## config.mk

```make
export PLATFORM = sky130hd
export DESIGN_NAME = bccr_top
export DESIGN_NICKNAME = d
export VERILOG_FILES = /design/src/bccr_pkg.sv /design/src/bccr_top.sv /design/src/bccr_sync.sv
export VERILOG_INCLUDE_DIRS = /design/src
export SDC_FILE = /design/constraint.sdc
export NUM_CORES = 1
export LEC_CHECK = 0
export ABC_AREA = 0
export BUFFER_PORTS_ARGS = -buffer_cell sky130_fd_sc_hd__buf_2
export CAP_MARGIN = 20
export CORE_ASPECT_RATIO = 0.8
export CORE_MARGIN = 1.5
export CORE_UTILIZATION = 50
export CTS_CLUSTER_SIZE = 16
export DETAILED_ROUTE_END_ITERATION = 10
export PLACE_DENSITY = 0.81
export SYNTH_ARGS = -nofsm -noshare
export SYNTH_HDL_FRONTEND = slang
export SYNTH_SLANG_ARGS = --single-unit
```

## constraint.sdc

```tcl
create_clock -name sys_clk_i -period 2.26 [get_ports sys_clk_i]
set_clock_uncertainty 0.05 [all_clocks]
set_input_delay 0.113 -clock sys_clk_i [delete_from_list [all_inputs] [get_ports sys_clk_i]]
set_output_delay 0.113 -clock sys_clk_i [all_outputs]
set_load 0.05 [all_outputs]
```

## src/bccr_cfg.svh

```systemverilog
// register offsets, field positions, reset values and timing counts for the buck channel config block
`ifndef BCCR_CFG_SVH
`define BCCR_CFG_SVH
`define BCCR_CFG_ADDR 8'h35
`define BCCR_ACT_ADDR 8'h41
`define BCCR_BIT_FLTMASK 7
`define BCCR_BIT_RETRY 6
`define BCCR_BIT_DRAIN 5
`define BCCR_BIT_PHASE 4
`define BCCR_RATE_HI 3
`define BCCR_RATE_LO 2
`define BCCR_BIT_REGEN 1
`define BCCR_BIT_OVSEL 0
`define BCCR_ACT_BIT_EN 7
`define BCCR_ACT_BIT_MODE 6
`define BCCR_CFG_RESET 8'hB0
`define BCCR_ACT_RESET 8'hFD
`define BCCR_RESTART_MS 100
`define BCCR_CLK_KHZ 125000
`define BCCR_RESTART_CYC (`BCCR_RESTART_MS * `BCCR_CLK_KHZ)
`define BCCR_RETRY_CYC 16'h0400
`endif

```

## src/bccr_pkg.sv

```systemverilog
// types for the buck channel config block
package bccr_pkg;
  typedef enum logic [2:0]
  {
    BCCR_RUN = 3'b001,
    BCCR_HICCUP = 3'b010,
    BCCR_SHUT = 3'b100
  } bccr_state_t;
endpackage : bccr_pkg

```

## src/bccr_top.sv

```systemverilog
// buck channel configuration register and the channel controls it steers
// register port:
//   a write is taken at a rising edge with the strobe high and a matching address
//   writes to any other address are ignored; writes may follow back to back
//   readback is registered, so read data follow the address by one cycle
//   unmapped addresses read back zero
// fault path:
//   fault, short and soft-start-done pins are asynchronous, two flip-flops each
//   the sticky fault flag sets three cycles after the fault or short pin rises
//   a config write clears the flag, but a fault in the same cycle wins
//   the interrupt is registered from the next flag and the next mask,
//   so a mask write takes effect on the edge at which it lands
// short-circuit response:
//   a short only counts while the channel is enabled, so an idle channel
//   cannot trip a global shutdown
//   retry on: the channel pauses, then raises soft start and waits for the
//   power stage to report completion; a short still present starts a new pause
//   the channel stays in this loop for as long as the short remains
//   retry off: every channel drops for the restart count, then run resumes
//   the restart count is a parameter worth 100 ms at the 125 MHz clock;
//   a bench may shorten it, silicon should keep the default
//   the pause and the restart share one counter, as only one runs at a time
// enables and modes:
//   the override select picks the register enable over the mode-register enable
//   the drain follows the channel: it is on whenever the channel is off
//   and the drain bit is set, soft-start pauses included
//   phase, ramp rate and mode bits drive their outputs straight from flip-flops
//   limitation: only the active-mode register is modelled here; the low-power
//   mode registers live elsewhere and do not steer this channel
`timescale 1ns/1ps
`include "bccr_cfg.svh"
module bccr_top
  import bccr_pkg::*;
#(
  parameter int RESTART_CYC = `BCCR_RESTART_CYC
)
(
  // clock and reset
  input wire logic sys_clk_i,
  input wire logic nrst_i,
  // register port from the serial bus engine
  input wire logic wr_en_i,
  input wire logic [7:0] addr_i,
  input wire logic [7:0] wdata_i,
  output logic [7:0] rdata_o,
  // analog status pins
  input wire logic short_i,
  input wire logic fault_i,
  input wire logic softstart_done_i,
  // channel controls
  output logic channel_on_o,
  output logic softstart_o,
  output logic all_off_o,
  output logic output_drain_o,
  output logic phase_shift_o,
  output logic [1:0] voltage_ramp_rate_sel_o,
  output logic forced_fixed_freq_switching_o,
  output logic channel_fault_flag_o,
  output logic irq_out_n_o
);
  // all state in one record; the counter serves both the pause and the restart
  typedef struct packed
  {
    logic [7:0] cfg;
    logic [7:0] act;
    logic [7:0] rdata;
    logic fault_flag;
    logic irq_n;
    logic ss;
    logic [31:0] cnt;
    bccr_state_t st;
  } bccr_top_t;
  bccr_top_t r;
  bccr_top_t next_r;
  // synchronised pin levels and decoded controls
  logic short_s;
  logic fault_s;
  logic ssdone_s;
  logic ch_en;
  logic cfg_wr;
  logic act_wr;
  // pins from the analog side are asynchronous
  bccr_sync u_sync_short
  (
    .sys_clk_i(sys_clk_i),
    .nrst_i(nrst_i),
    .d_i(short_i),
    .q_o(short_s)
  );
  bccr_sync u_sync_fault
  (
    .sys_clk_i(sys_clk_i),
    .nrst_i(nrst_i),
    .d_i(fault_i),
    .q_o(fault_s)
  );
  bccr_sync u_sync_ss
  (
    .sys_clk_i(sys_clk_i),
    .nrst_i(nrst_i),
    .d_i(softstart_done_i),
    .q_o(ssdone_s)
  );
  // enable choice: override select picks the register bit
  assign ch_en = r.cfg[`BCCR_BIT_OVSEL] ? r.cfg[`BCCR_BIT_REGEN] : r.act[`BCCR_ACT_BIT_EN];
  // write decodes, shared by the register loads and the flag clear
  assign cfg_wr = wr_en_i && (addr_i == `BCCR_CFG_ADDR);
  assign act_wr = wr_en_i && (addr_i == `BCCR_ACT_ADDR);
  // next state: register loads, fault flag and short-circuit response
  always_comb
  begin
    next_r = r;
    // register writes and registered readback
    if (cfg_wr)
    begin
      next_r.cfg = wdata_i;
    end
    if (act_wr)
    begin
      next_r.act = wdata_i;
    end
    unique case (addr_i)
      `BCCR_CFG_ADDR: next_r.rdata = r.cfg;
      `BCCR_ACT_ADDR: next_r.rdata = r.act;
      default: next_r.rdata = 8'h00;
    endcase
    // sticky fault flag: a config write clears it, a fault in the same cycle wins
    next_r.fault_flag = fault_s | short_s | (r.fault_flag & ~cfg_wr);
    // interrupt low only for an unmasked fault
    next_r.irq_n = ~(next_r.fault_flag & ~next_r.cfg[`BCCR_BIT_FLTMASK]);
    // short circuit response
    unique case (r.st)
      BCCR_RUN:
      begin
        next_r.ss = 1'b0;
        // an idle channel cannot trip the short response
        if (short_s && ch_en)
        begin
          next_r.cnt = '0;
          if (r.cfg[`BCCR_BIT_RETRY])
          begin
            next_r.st = BCCR_HICCUP;
          end
          else
          begin
            next_r.st = BCCR_SHUT;
          end
        end
      end
      BCCR_HICCUP:
      begin
        // unlimited retries: off for a pause, then soft start again
        next_r.cnt = r.cnt + 32'h0000_0001;
        next_r.ss = r.cnt >= 32'(`BCCR_RETRY_CYC);
        if (r.ss && ssdone_s)
        begin
          next_r.cnt = '0;
          next_r.st = short_s ? BCCR_HICCUP : BCCR_RUN;
          next_r.ss = 1'b0;
        end
      end
      BCCR_SHUT:
      begin
        // every channel held off for the restart count
        next_r.ss = 1'b0;
        next_r.cnt = r.cnt + 32'h0000_0001;
        if (r.cnt >= 32'(RESTART_CYC - 1))
        begin
          next_r.cnt = '0;
          next_r.st = BCCR_RUN;
        end
      end
      default:
      begin
        // an illegal code falls back to run rather than locking up
        next_r.st = BCCR_RUN;
      end
    endcase
  end
  // synchronous reset loads the power-on values
  always_ff @(posedge sys_clk_i)
  begin
    if (!nrst_i)
    begin
      r.cfg <= `BCCR_CFG_RESET;
      r.act <= `BCCR_ACT_RESET;
      r.rdata <= 8'h00;
      r.fault_flag <= 1'b0;
      r.irq_n <= 1'b1;
      r.ss <= 1'b0;
      r.cnt <= '0;
      r.st <= BCCR_RUN;
    end
    else
    begin
      r <= next_r;
    end
  end
  // register readback
  assign rdata_o = r.rdata;
  // channel state
  assign channel_on_o = ch_en && (r.st == BCCR_RUN || r.ss);
  assign softstart_o = r.ss;
  assign all_off_o = (r.st == BCCR_SHUT);
  assign output_drain_o = r.cfg[`BCCR_BIT_DRAIN] && !channel_on_o;
  // config fields straight from flip-flops
  assign phase_shift_o = r.cfg[`BCCR_BIT_PHASE];
  assign voltage_ramp_rate_sel_o = r.cfg[`BCCR_RATE_HI:`BCCR_RATE_LO];
  assign forced_fixed_freq_switching_o = r.act[`BCCR_ACT_BIT_MODE];
  // fault status
  assign channel_fault_flag_o = r.fault_flag;
  assign irq_out_n_o = r.irq_n;
endmodule : bccr_top

```

## src/bccr_sync.sv

```systemverilog
// two flip-flop synchroniser for one pin level
`timescale 1ns/1ps
module bccr_sync
(
  // clock and reset
  input wire logic sys_clk_i,
  input wire logic nrst_i,
  // level in and out
  input wire logic d_i,
  output logic q_o
);
  typedef struct packed
  {
    logic s1;
    logic s2;
  } bccr_sync_t;
  bccr_sync_t r;
  bccr_sync_t next_r;
  // first stage feeds only the second
  always_comb
  begin
    next_r.s1 = d_i;
    next_r.s2 = r.s1;
  end
  always_ff @(posedge sys_clk_i)
  begin
    if (!nrst_i)
    begin
      r <= '0;
    end
    else
    begin
      r <= next_r;
    end
  end
  assign q_o = r.s2;
endmodule : bccr_sync

```

==> results of run 1 <==
-- path summary, 6_finish.rpt --
path	from	end	slack, ns	cells after the start
max reg2reg	r[8]	r[16]	0.07	7
min	nrst_i	forced_fixed_freq_switching_o	0.12	2
max	r[8]	r[16]	0.07	7
min reg2reg	u_sync_fault.next_r[0]	u_sync_fault.q_o	0.38	1
-- per-stage QoR --
stage	std cells	setup WS, ns	util [%]	power (mW)
finish	560	0.06745	63.98	2.285
global route	560	-0.01708	63.98	2.363
CTS	557	0.02345	62.91	2.302
detailed placement	530	-0.03534	58.12	1.357
global placement	530	0.01112	58.12	1.355
floorplan	397	0.1464	-	1.302
-- power by group through the flow --
stage / clock network, mW / registers [mW] / logic (mW)
floorplan: 0 / 1.24 / 0.0590
global placement: 0 / 1.24 / 0.116
detailed placement: 0 / 1.24 / 0.118
CTS: 0.957 / 1.21 / 0.133
global route: 1.00 / 1.21 / 0.148
finish: 0.935 / 1.21 / 0.138
-- metal layers --
| layer | up-vias | GRT usage, % |
|---|---|---|
| met3 | 20 | 5.788 |
| met2 | 151 | 36.63 |
| met5 | - | 0 |
| met1 | 1580 | 34.52 |
| met4 | 0 | 9.950 |
| li1 | 1590 | - |
-- area by class of cell --
type	count	area (µm²)
Tap cell	84	105.1
Clock buffer	13	168.9
Fill cell	512	2308
Clock inverter	3	20.02
Inverter	9	33.78
Timing Repair Buffer	89	601.8
Sequential cell	68	1363
Multi-Input combinational cell	294	1808
-- synth_stat cells, types with 2 or more instances --
library cell	n	area, µm²
a211oi_1	2	15.01
a21oi_1	16	80.08
a22oi_1	8	60.06
a31oi_1	2	12.51
and2_1	13	81.33
and3_1	4	25.02
and4_1	4	35.03
buf_2	5	25.02
buf_4	12	90.09
buf_6	2	22.52
clkbuf_1	6	22.52
dfxtp_1	68	1361
ha_1	2	25.02
inv_1	8	30.03
nand2_1	61	229.0
nand2b_1	4	25.02
nand3_1	35	175.2
nand4_1	12	75.07
nor2_1	33	123.9
nor2b_1	2	12.51
nor3_1	8	40.04
nor4_1	9	56.30
nor4_4	3	63.81
o211ai_1	6	45.04
o21a_1	2	15.01
o21ai_0	14	70.07
o21ai_1	3	15.01
o22ai_1	2	12.51
o311ai_0	5	43.79
o31ai_1	8	60.06
o31ai_4	2	42.54
or3_1	2	12.51
xnor2_1	3	26.28
xor2_1	6	52.55
-- critical path: stages, from the launching register on --
cell and delay (ns):
dfxtp_1 0.31, or4_4 0.55, nor4_4 0.20, nor4_4 0.08
buf_4 0.17, o21a_2 0.29, or2_4 0.28, o31ai_4 0.17
-- layout by cell type, fill, tap and decap left out, types with 12 or more instances in the layout --
cell and n:
o21ai_0 14, dfxtp_1 67, a21oi_1 16, buf_2 39, nand3_1 35, nand4_1 12
nor2_1 33, and2_1 13, nand2_1 61, buf_4 38, clkbuf_8 12
-- timing repair --
item | in CTS | in global routing
resized for setup | 2 | 11
endpoints found under the setup margin | 6 | 29
setup buffers | 0 | 3
pin swaps | 0 | 3
hold endpoints to repair | 19 | 0
hold buffers | 11 | 0
-- cell families after synthesis --
logic type | Yosys count | synth area share, %
buffers and inverters | 35 | 5.993
XOR/XNOR | 9 | 2.375
AND/OR/NAND/NOR | 200 | 32.04
flip-flops | 68 | 41.01
AO/OA/AOI/OAI | 81 | 17.19
adder cells (fa/ha/maj) | 2 | 0.7537
multiplexers | 2 | 0.6408
==> out/qor.txt, run 1 <==
status: completed
P_int: 1.751 mW
maximum fanout along the worst path: 7
fin area: 0.004100 mm²
Die Y-Extent: 75.88 µm
VDD IR max: 0.3470 mV
DRT antenna net count: 0
Mapped Area: 0.003319 mm²
Main synth FF type: dfxtp_1
WL/cell: 15.68 µm
drt drc: 0
WHS: 0.1172 ns
Tot GR Track Use: 24.57%
PortBufs: 39
share of layout cells above drive strength 1: 24.16%
Worst EP arrival: 2.40 ns
FMAX: 456.1 MHz
Initial Utilization: 51.80%
Pwr per Cell Area: 557.2 mW/mm²
MaxCap Viol Count: 0
max layer used: met4
met2 routed WL: 3.982 mm
Area growth syn-to-layout: 23.52%
Max clock buf depth: 2
Worst Hold Class: input pin to flop
critical path launch point type: flop
clock transition at the registers of the reported paths: 0.07 ns
routed wire length: 8.778 mm
largest net degree at the start of global routing: 26
Pre-antenna DRT Iters: 5
Mapped Cells: 397
GP Congestion: 0.8942
Tightest Pin Transition: 0.5598 ns
H-tree levels: 3
Max Slew Vio Count: 0
FP Rows: 26
initial antenna violation count: 0
Net Sw Frac: 23.38%
RSZ-0062 raised after global routing: true
Clock Power Share: 40.9%
Sink Count: 68
relative slew slack: 62.21%
initial DRC count: 295
grt total ovfl: 0
max reg flops: 47
cell leakage power: 1.580 nW
TritonCTS Buffers: 9
Die Span X: 94.10 µm
root buffer cell: clkbuf_8
Yosys Warn Count: 0
first-pass GRT wire length: 13.35 mm
fin crit period: 2.193 ns
Setup crit end kind: flop
Post-DP Area: 0.003725 mm²
fin crit share: 97.02%
IO Pins: 40
detailed-route vias per instance: 5.966
Final Hold Viols: 0
largest reg by FF count: r
Clock Latency Late Sink: 0.34 ns
nets@finish: 495
Comb power frac: 6.0%
Antenna Cells: 0
Synth cell types: 59
WS Path Type: flop to flop
ys async rst share: 0%
Core ar.: 0.006409 mm²
Syn Nets: 421
setup_tns: 0 ns
DIE AREA: 0.007139 mm²
NetSw: 0.5341 mW
Syn Area/Cell: 8.361 µm²
vias in the first global route: 2,796
via count: 3,341
worst path required time: 2.46 ns
synthesized flop and latch total: 68
number of synthesized flops with an enable pin: 0
metal3 WL: 717 µm
final setup vio count: 0
sequential share of the synthesized area: 41.01%
hpwl dp: 6.111 mm
Seq pwr share: 53.1%
CTS tree: built
met1 WL: 3.906 mm
No activity file was read; power rests on OpenSTA's default activity.
==> run 2, diff against run 1 <==
--- a/config.mk
+++ b/config.mk
@@ -15,6 +15,7 @@
 export CTS_CLUSTER_SIZE = 16
 export DETAILED_ROUTE_END_ITERATION = 10
 export PLACE_DENSITY = 0.81
+export REMOVE_ABC_BUFFERS = 1
 export SYNTH_ARGS = -nofsm -noshare
 export SYNTH_HDL_FRONTEND = slang
 export SYNTH_SLANG_ARGS = --single-unit
==> out/qor.txt, run 2 (synthesis gave the netlist of run 1 again) <==
Slowest cell on crit path: or4_4
Initial Utilization: 51.80%
fin worst setup slack: 0.07644 ns
share of layout cells above drive strength 1: 24.21%
cell leakage power: 1.590 nW
post-route insts no fill: 559
critical path launch point type: flop
setup_tns: 0 ns
FP Rows: 26
Antenna Cells: 0
dpl ws: -0.08736 ns
buffer and inverter count on the worst path: 2
Hold EP: r[59]
hpwl dp: 6.334 mm
WS Path Type: flop to flop
fin crit share: 96.62%
Die Y-Extent: 75.88 µm
post-layout util: 64.31%
MaxCap Viol Count: 0
commonest cells after routing, fill and taps aside: dfxtp_1, nand2_1, buf_2
fin area: 0.004121 mm²
crit path cell chain: or4_4 > nor4_4 > nor4_4 > buf_4 > o31ai_4 > buf_4 > nor2_1 > nor4_1
TritonCTS Buffers: 9
final-layout fill cell count: 519
met3 Resource Use GR: 6.786%
worst min-delay path startpoint: nrst_i
RSZ-0062 raised after global routing: true
r2r startpoint: r[8]
Sink Count: 68
initial antenna violation count: 0
Reg2Reg Depth: 8
maximum fanout along the worst path: 5
met2 Track Usage GR: 40.66%
largest net degree at the start of global routing: 22
FF-to-FF setup slack: 0.08 ns
Cell Count Post-Placement: 530
max reg flops: 47
Worst EP arrival: 2.40 ns
WHS: 0.07489 ns
largest reg by FF count: r
PortBufs: 39
commonest non-fill, non-tap cell in the layout: dfxtp_1
relative slew slack: 61.40%
CTS tree: built
Die Span X: 94.10 µm
Core ar.: 0.006409 mm²
WL/cell: 15.84 µm
routed wire length: 8.855 mm
Tightest Pin Transition: 0.5718 ns
Clock Latency Late Sink: 0.35 ns
Area growth syn-to-layout: 24.16%
drt drc: 0
Setup crit end kind: flop
initial DRC count: 487
Tot Pwr: 2.397 mW
status: completed
worst path required time: 2.47 ns
FMAX: 458.0 MHz
via count: 3,294
Pwr per Cell Area: 581.6 mW/mm²
fin crit period: 2.184 ns
root buffer cell: clkbuf_8
Max Slew Vio Count: 0
met1 Track Usage GR: 35.25%
nets@finish: 494
DIE AREA: 0.007139 mm²
clock transition at the registers of the reported paths: 0.08 ns
GRT Max-Usage Layer: met2
first-pass GRT wire length: 14.17 mm
IO Pins: 40
DRT antenna net count: 0
GP Congestion: 0.9294
Post-DP Area: 0.003725 mm²
Worst Hold Class: input pin to flop
grt total ovfl: 0
delay-heaviest family, CP: simple AND/OR/NAND/NOR gates
max incr delay on CP: 0.56 ns
Pre-antenna DRT Iters: 5
H-tree levels: 3
hold depth: 2
Max clock buf depth: 2
final setup vio count: 0
reg2reg end: r[7]
VDD IR max: 0.4234 mV
vias in the first global route: 3,023
Tot GR Track Use: 25.97%
detailed-route vias per instance: 5.893
Final Hold Viols: 0
run 2: cell count changes in the layout (fill, tap and decap cells not counted), sizes merged:
cell      previous run  this run
clkbuf              13        11
clkinv               1         3
buf                 78        77
bufinv               0         1
clkinvlp             2         1
run 2: power by group:
part           internal, mW  switching, mW  total (mW)
clock network         0.571          0.478        1.05
registers              1.21        0.00683        1.21
logic                0.0569         0.0790       0.136
total                  1.83          0.563        2.40
run 2: layout make-up:
type                            instances  area [µm²]  share of cell area [%]
Multi-Input combinational cell        294        1819                   44.14
Timing Repair Buffer                   88       590.6                   14.33
Sequential cell                        68        1361                   33.03
Clock buffer                           11       151.4                   3.673
Clock inverter                          5       60.06                   1.457
Tap cell                               84       105.1                   2.550
Inverter                                9       33.78                  0.8197
run 2: timing repair:
action	in CTS	in global routing
gates resized for setup	2	9
pin swaps	0	1
hold endpoints to repair	19	0
hold buffers	11	0
setup buffers	0	2
setup endpoints to repair	16	14
run 2: worst register-to-register path, stage by stage (launching register included):
cell and delay [ns]:
dfxtp_1 0.32, or4_4 0.56, nor4_4 0.19, nor4_4 0.08
buf_4 0.17, o31ai_4 0.32, buf_4 0.16, nor2_1 0.03
nor4_1 0.22
run 2: routing by layer:
metal / vias to the layer above / part of all wire, %
met1: 1544 / 45
met2: 156 / 46
li1: 1577 / -
met5: - / 0
met4: 0 / 1.2
met3: 17 / 8.1
run 2: worst max-delay path by stage:
stage | startpoint | to | slack (ns) | cells after the start
floorplan | r[3] | r[16] | 0.008 | 7
global placement | r[31] | r[34] | 0.05 | 7
detailed placement | r[31] | r[23] | -0.09 | 7
CTS | r[3] | r[16] | 0.06 | 8
global route | r[4] | r[7] | -0.02 | 9
finish | r[8] | r[7] | 0.08 | 8
==> run 3, diff against run 2 <==
--- a/config.mk
+++ b/config.mk
@@ -9,13 +9,16 @@
 export ABC_AREA = 0
 export BUFFER_PORTS_ARGS = -buffer_cell sky130_fd_sc_hd__buf_2
 export CAP_MARGIN = 20
+export CELL_PAD_IN_SITES_DETAIL_PLACEMENT = 1
+export CELL_PAD_IN_SITES_GLOBAL_PLACEMENT = 2
 export CORE_ASPECT_RATIO = 0.8
 export CORE_MARGIN = 1.5
-export CORE_UTILIZATION = 50
+export CORE_UTILIZATION = 35
 export CTS_CLUSTER_SIZE = 16
 export DETAILED_ROUTE_END_ITERATION = 10
-export PLACE_DENSITY = 0.81
+export PLACE_DENSITY = 0.91
 export REMOVE_ABC_BUFFERS = 1
 export SYNTH_ARGS = -nofsm -noshare
 export SYNTH_HDL_FRONTEND = slang
 export SYNTH_SLANG_ARGS = --single-unit
+export TNS_END_PERCENT = 100
==> out/qor.txt, run 3 (synthesis gave the netlist of run 1 again) <==
Antenna Cells: 0
status: completed
dpl ws: -0.01494 ns
VDD IR max: 0.4944 mV
worst path required time: 2.42 ns
largest reg by FF count: r
Setup crit end kind: flop
Tightest Pin Transition: 0.5185 ns
Worst EP arrival: 2.33 ns
grt total ovfl: 0
MaxCap Viol Count: 0
Post-DP Area: 0.003779 mm²
nets@finish: 497
Die Span X: 111.9 µm
fin crit share: 96.05%
first-pass GRT wire length: 17.44 mm
WS Path Type: flop to flop
Slowest cell on crit path: dfxtp_1
Core ar.: 0.009115 mm²
commonest non-fill, non-tap cell in the layout: dfxtp_1
post-route insts no fill: 592
cell leakage power: 1.669 nW
Die Y-Extent: 90.11 µm
Pre-antenna DRT Iters: 4
relative slew slack: 65.17%
routed wire length: 10.77 mm
Pwr per Cell Area: 659.1 mW/mm²
initial DRC count: 228
crit path cell chain: and4_1 > nor3b_4 > and3_1 > nand3_1 > and3_1 > o31a_1
Area growth syn-to-layout: 29.40%
Max clock buf depth: 2
drt drc: 0
fin area: 0.004295 mm²
RSZ-0062 raised after global routing: false
H-tree levels: 3
largest net degree at the start of global routing: 22
IO Pins: 40
Sink Count: 68
vias in the first global route: 3,424
fin worst setup slack: 0.08924 ns
Clock Latency Late Sink: 0.33 ns
clock transition at the registers of the reported paths: 0.05 ns
CTS tree: built
DIE AREA: 0.01008 mm²
initial antenna violation count: 0
Final Hold Viols: 0
GP Congestion: 0.9123
fin crit period: 2.171 ns
setup_tns: 0 ns
PortBufs: 39
hpwl dp: 7.765 mm
maximum fanout along the worst path: 6
final setup vio count: 0
DRT antenna net count: 0
Initial Utilization: 36.42%
detailed-route vias per instance: 5.535
Cell Count Post-Placement: 563
WL/cell: 18.20 µm
share of layout cells above drive strength 1: 24.95%
commonest cells after routing, fill and taps aside: dfxtp_1, nand2_1, buf_4
Tot GR Track Use: 21.94%
max incr delay on CP: 0.45 ns
critical path launch point type: flop
Max Slew Vio Count: 0
FP Rows: 31
FMAX: 460.7 MHz
Worst Hold Class: input pin to flop
via count: 3,277
root buffer cell: clkbuf_16
FF-to-FF setup slack: 0.09 ns
CP dominant cell by count: and3_1
TritonCTS Buffers: 9
max reg flops: 47
[run 3: stage by stage]
stage | util (%) | hold slack (ns) | power [mW]
floorplan | - | 0.1348 | 1.294
global placement | 41.46 | 0.2857 | 1.359
detailed placement | 41.46 | 0.2958 | 1.364
CTS | 46.09 | 0.03679 | 2.846
global route | 47.12 | 0.03875 | 2.913
finish | 47.12 | 0.04427 | 2.831
[run 3: per-layer routing]
metal | up-vias | global-route usage, % | share of wire [%]
met5 | - | 0 | 0
met4 | 0 | 4.747 | 0.58
li1 | 1584 | - | -
met1 | 1635 | 29.45 | 48
met3 | 6 | 5.934 | 3.9
met2 | 52 | 35.32 | 48
[run 3: final timing paths]
kind | from | end | depth (start not counted)
worst max register to register | r[6] | r[30] | 6
worst min-delay path | nrst_i | r[49] | 2
worst max-delay path | r[6] | r[30] | 6
worst min register to register | u_sync_ss.next_r[0] | u_sync_ss.q_o | 1
[run 3: what timing repair did]
action                                 4_1_cts  5_1_grt
setup endpoints to repair                    2       26
setup buffers                                0        3
endpoints found under the hold margin       19        0
gates resized for setup                      1       15
hold buffers                                11        0
pin swaps                                    0        2
[run 3: worst max-delay path: cells and delay by family (launching register included)]
family	cells	cell delay (ns)
flip-flops	1	0.45
AO/OA/AOI/OAI	1	0.28
AND/OR/NAND/NOR	5	1.26
[run 3: report_power, final]
group / switching [mW] / internal, mW / total, mW
logic: 0.0842 / 0.0591 / 0.143
registers: 0.00652 / 1.21 / 1.21
clock network: 0.518 / 0.956 / 1.47
total: 0.609 / 2.22 / 2.83
[run 3: layout make-up]
class,count,area [µm²]
Clock inverter,5,77.57
Clock buffer,10,229.0
Tap cell,115,143.9
Inverter,9,33.78
Multi-Input combinational cell,294,1831
Sequential cell,68,1364
Fill cell,1098,4820
Timing Repair Buffer,91,616.8
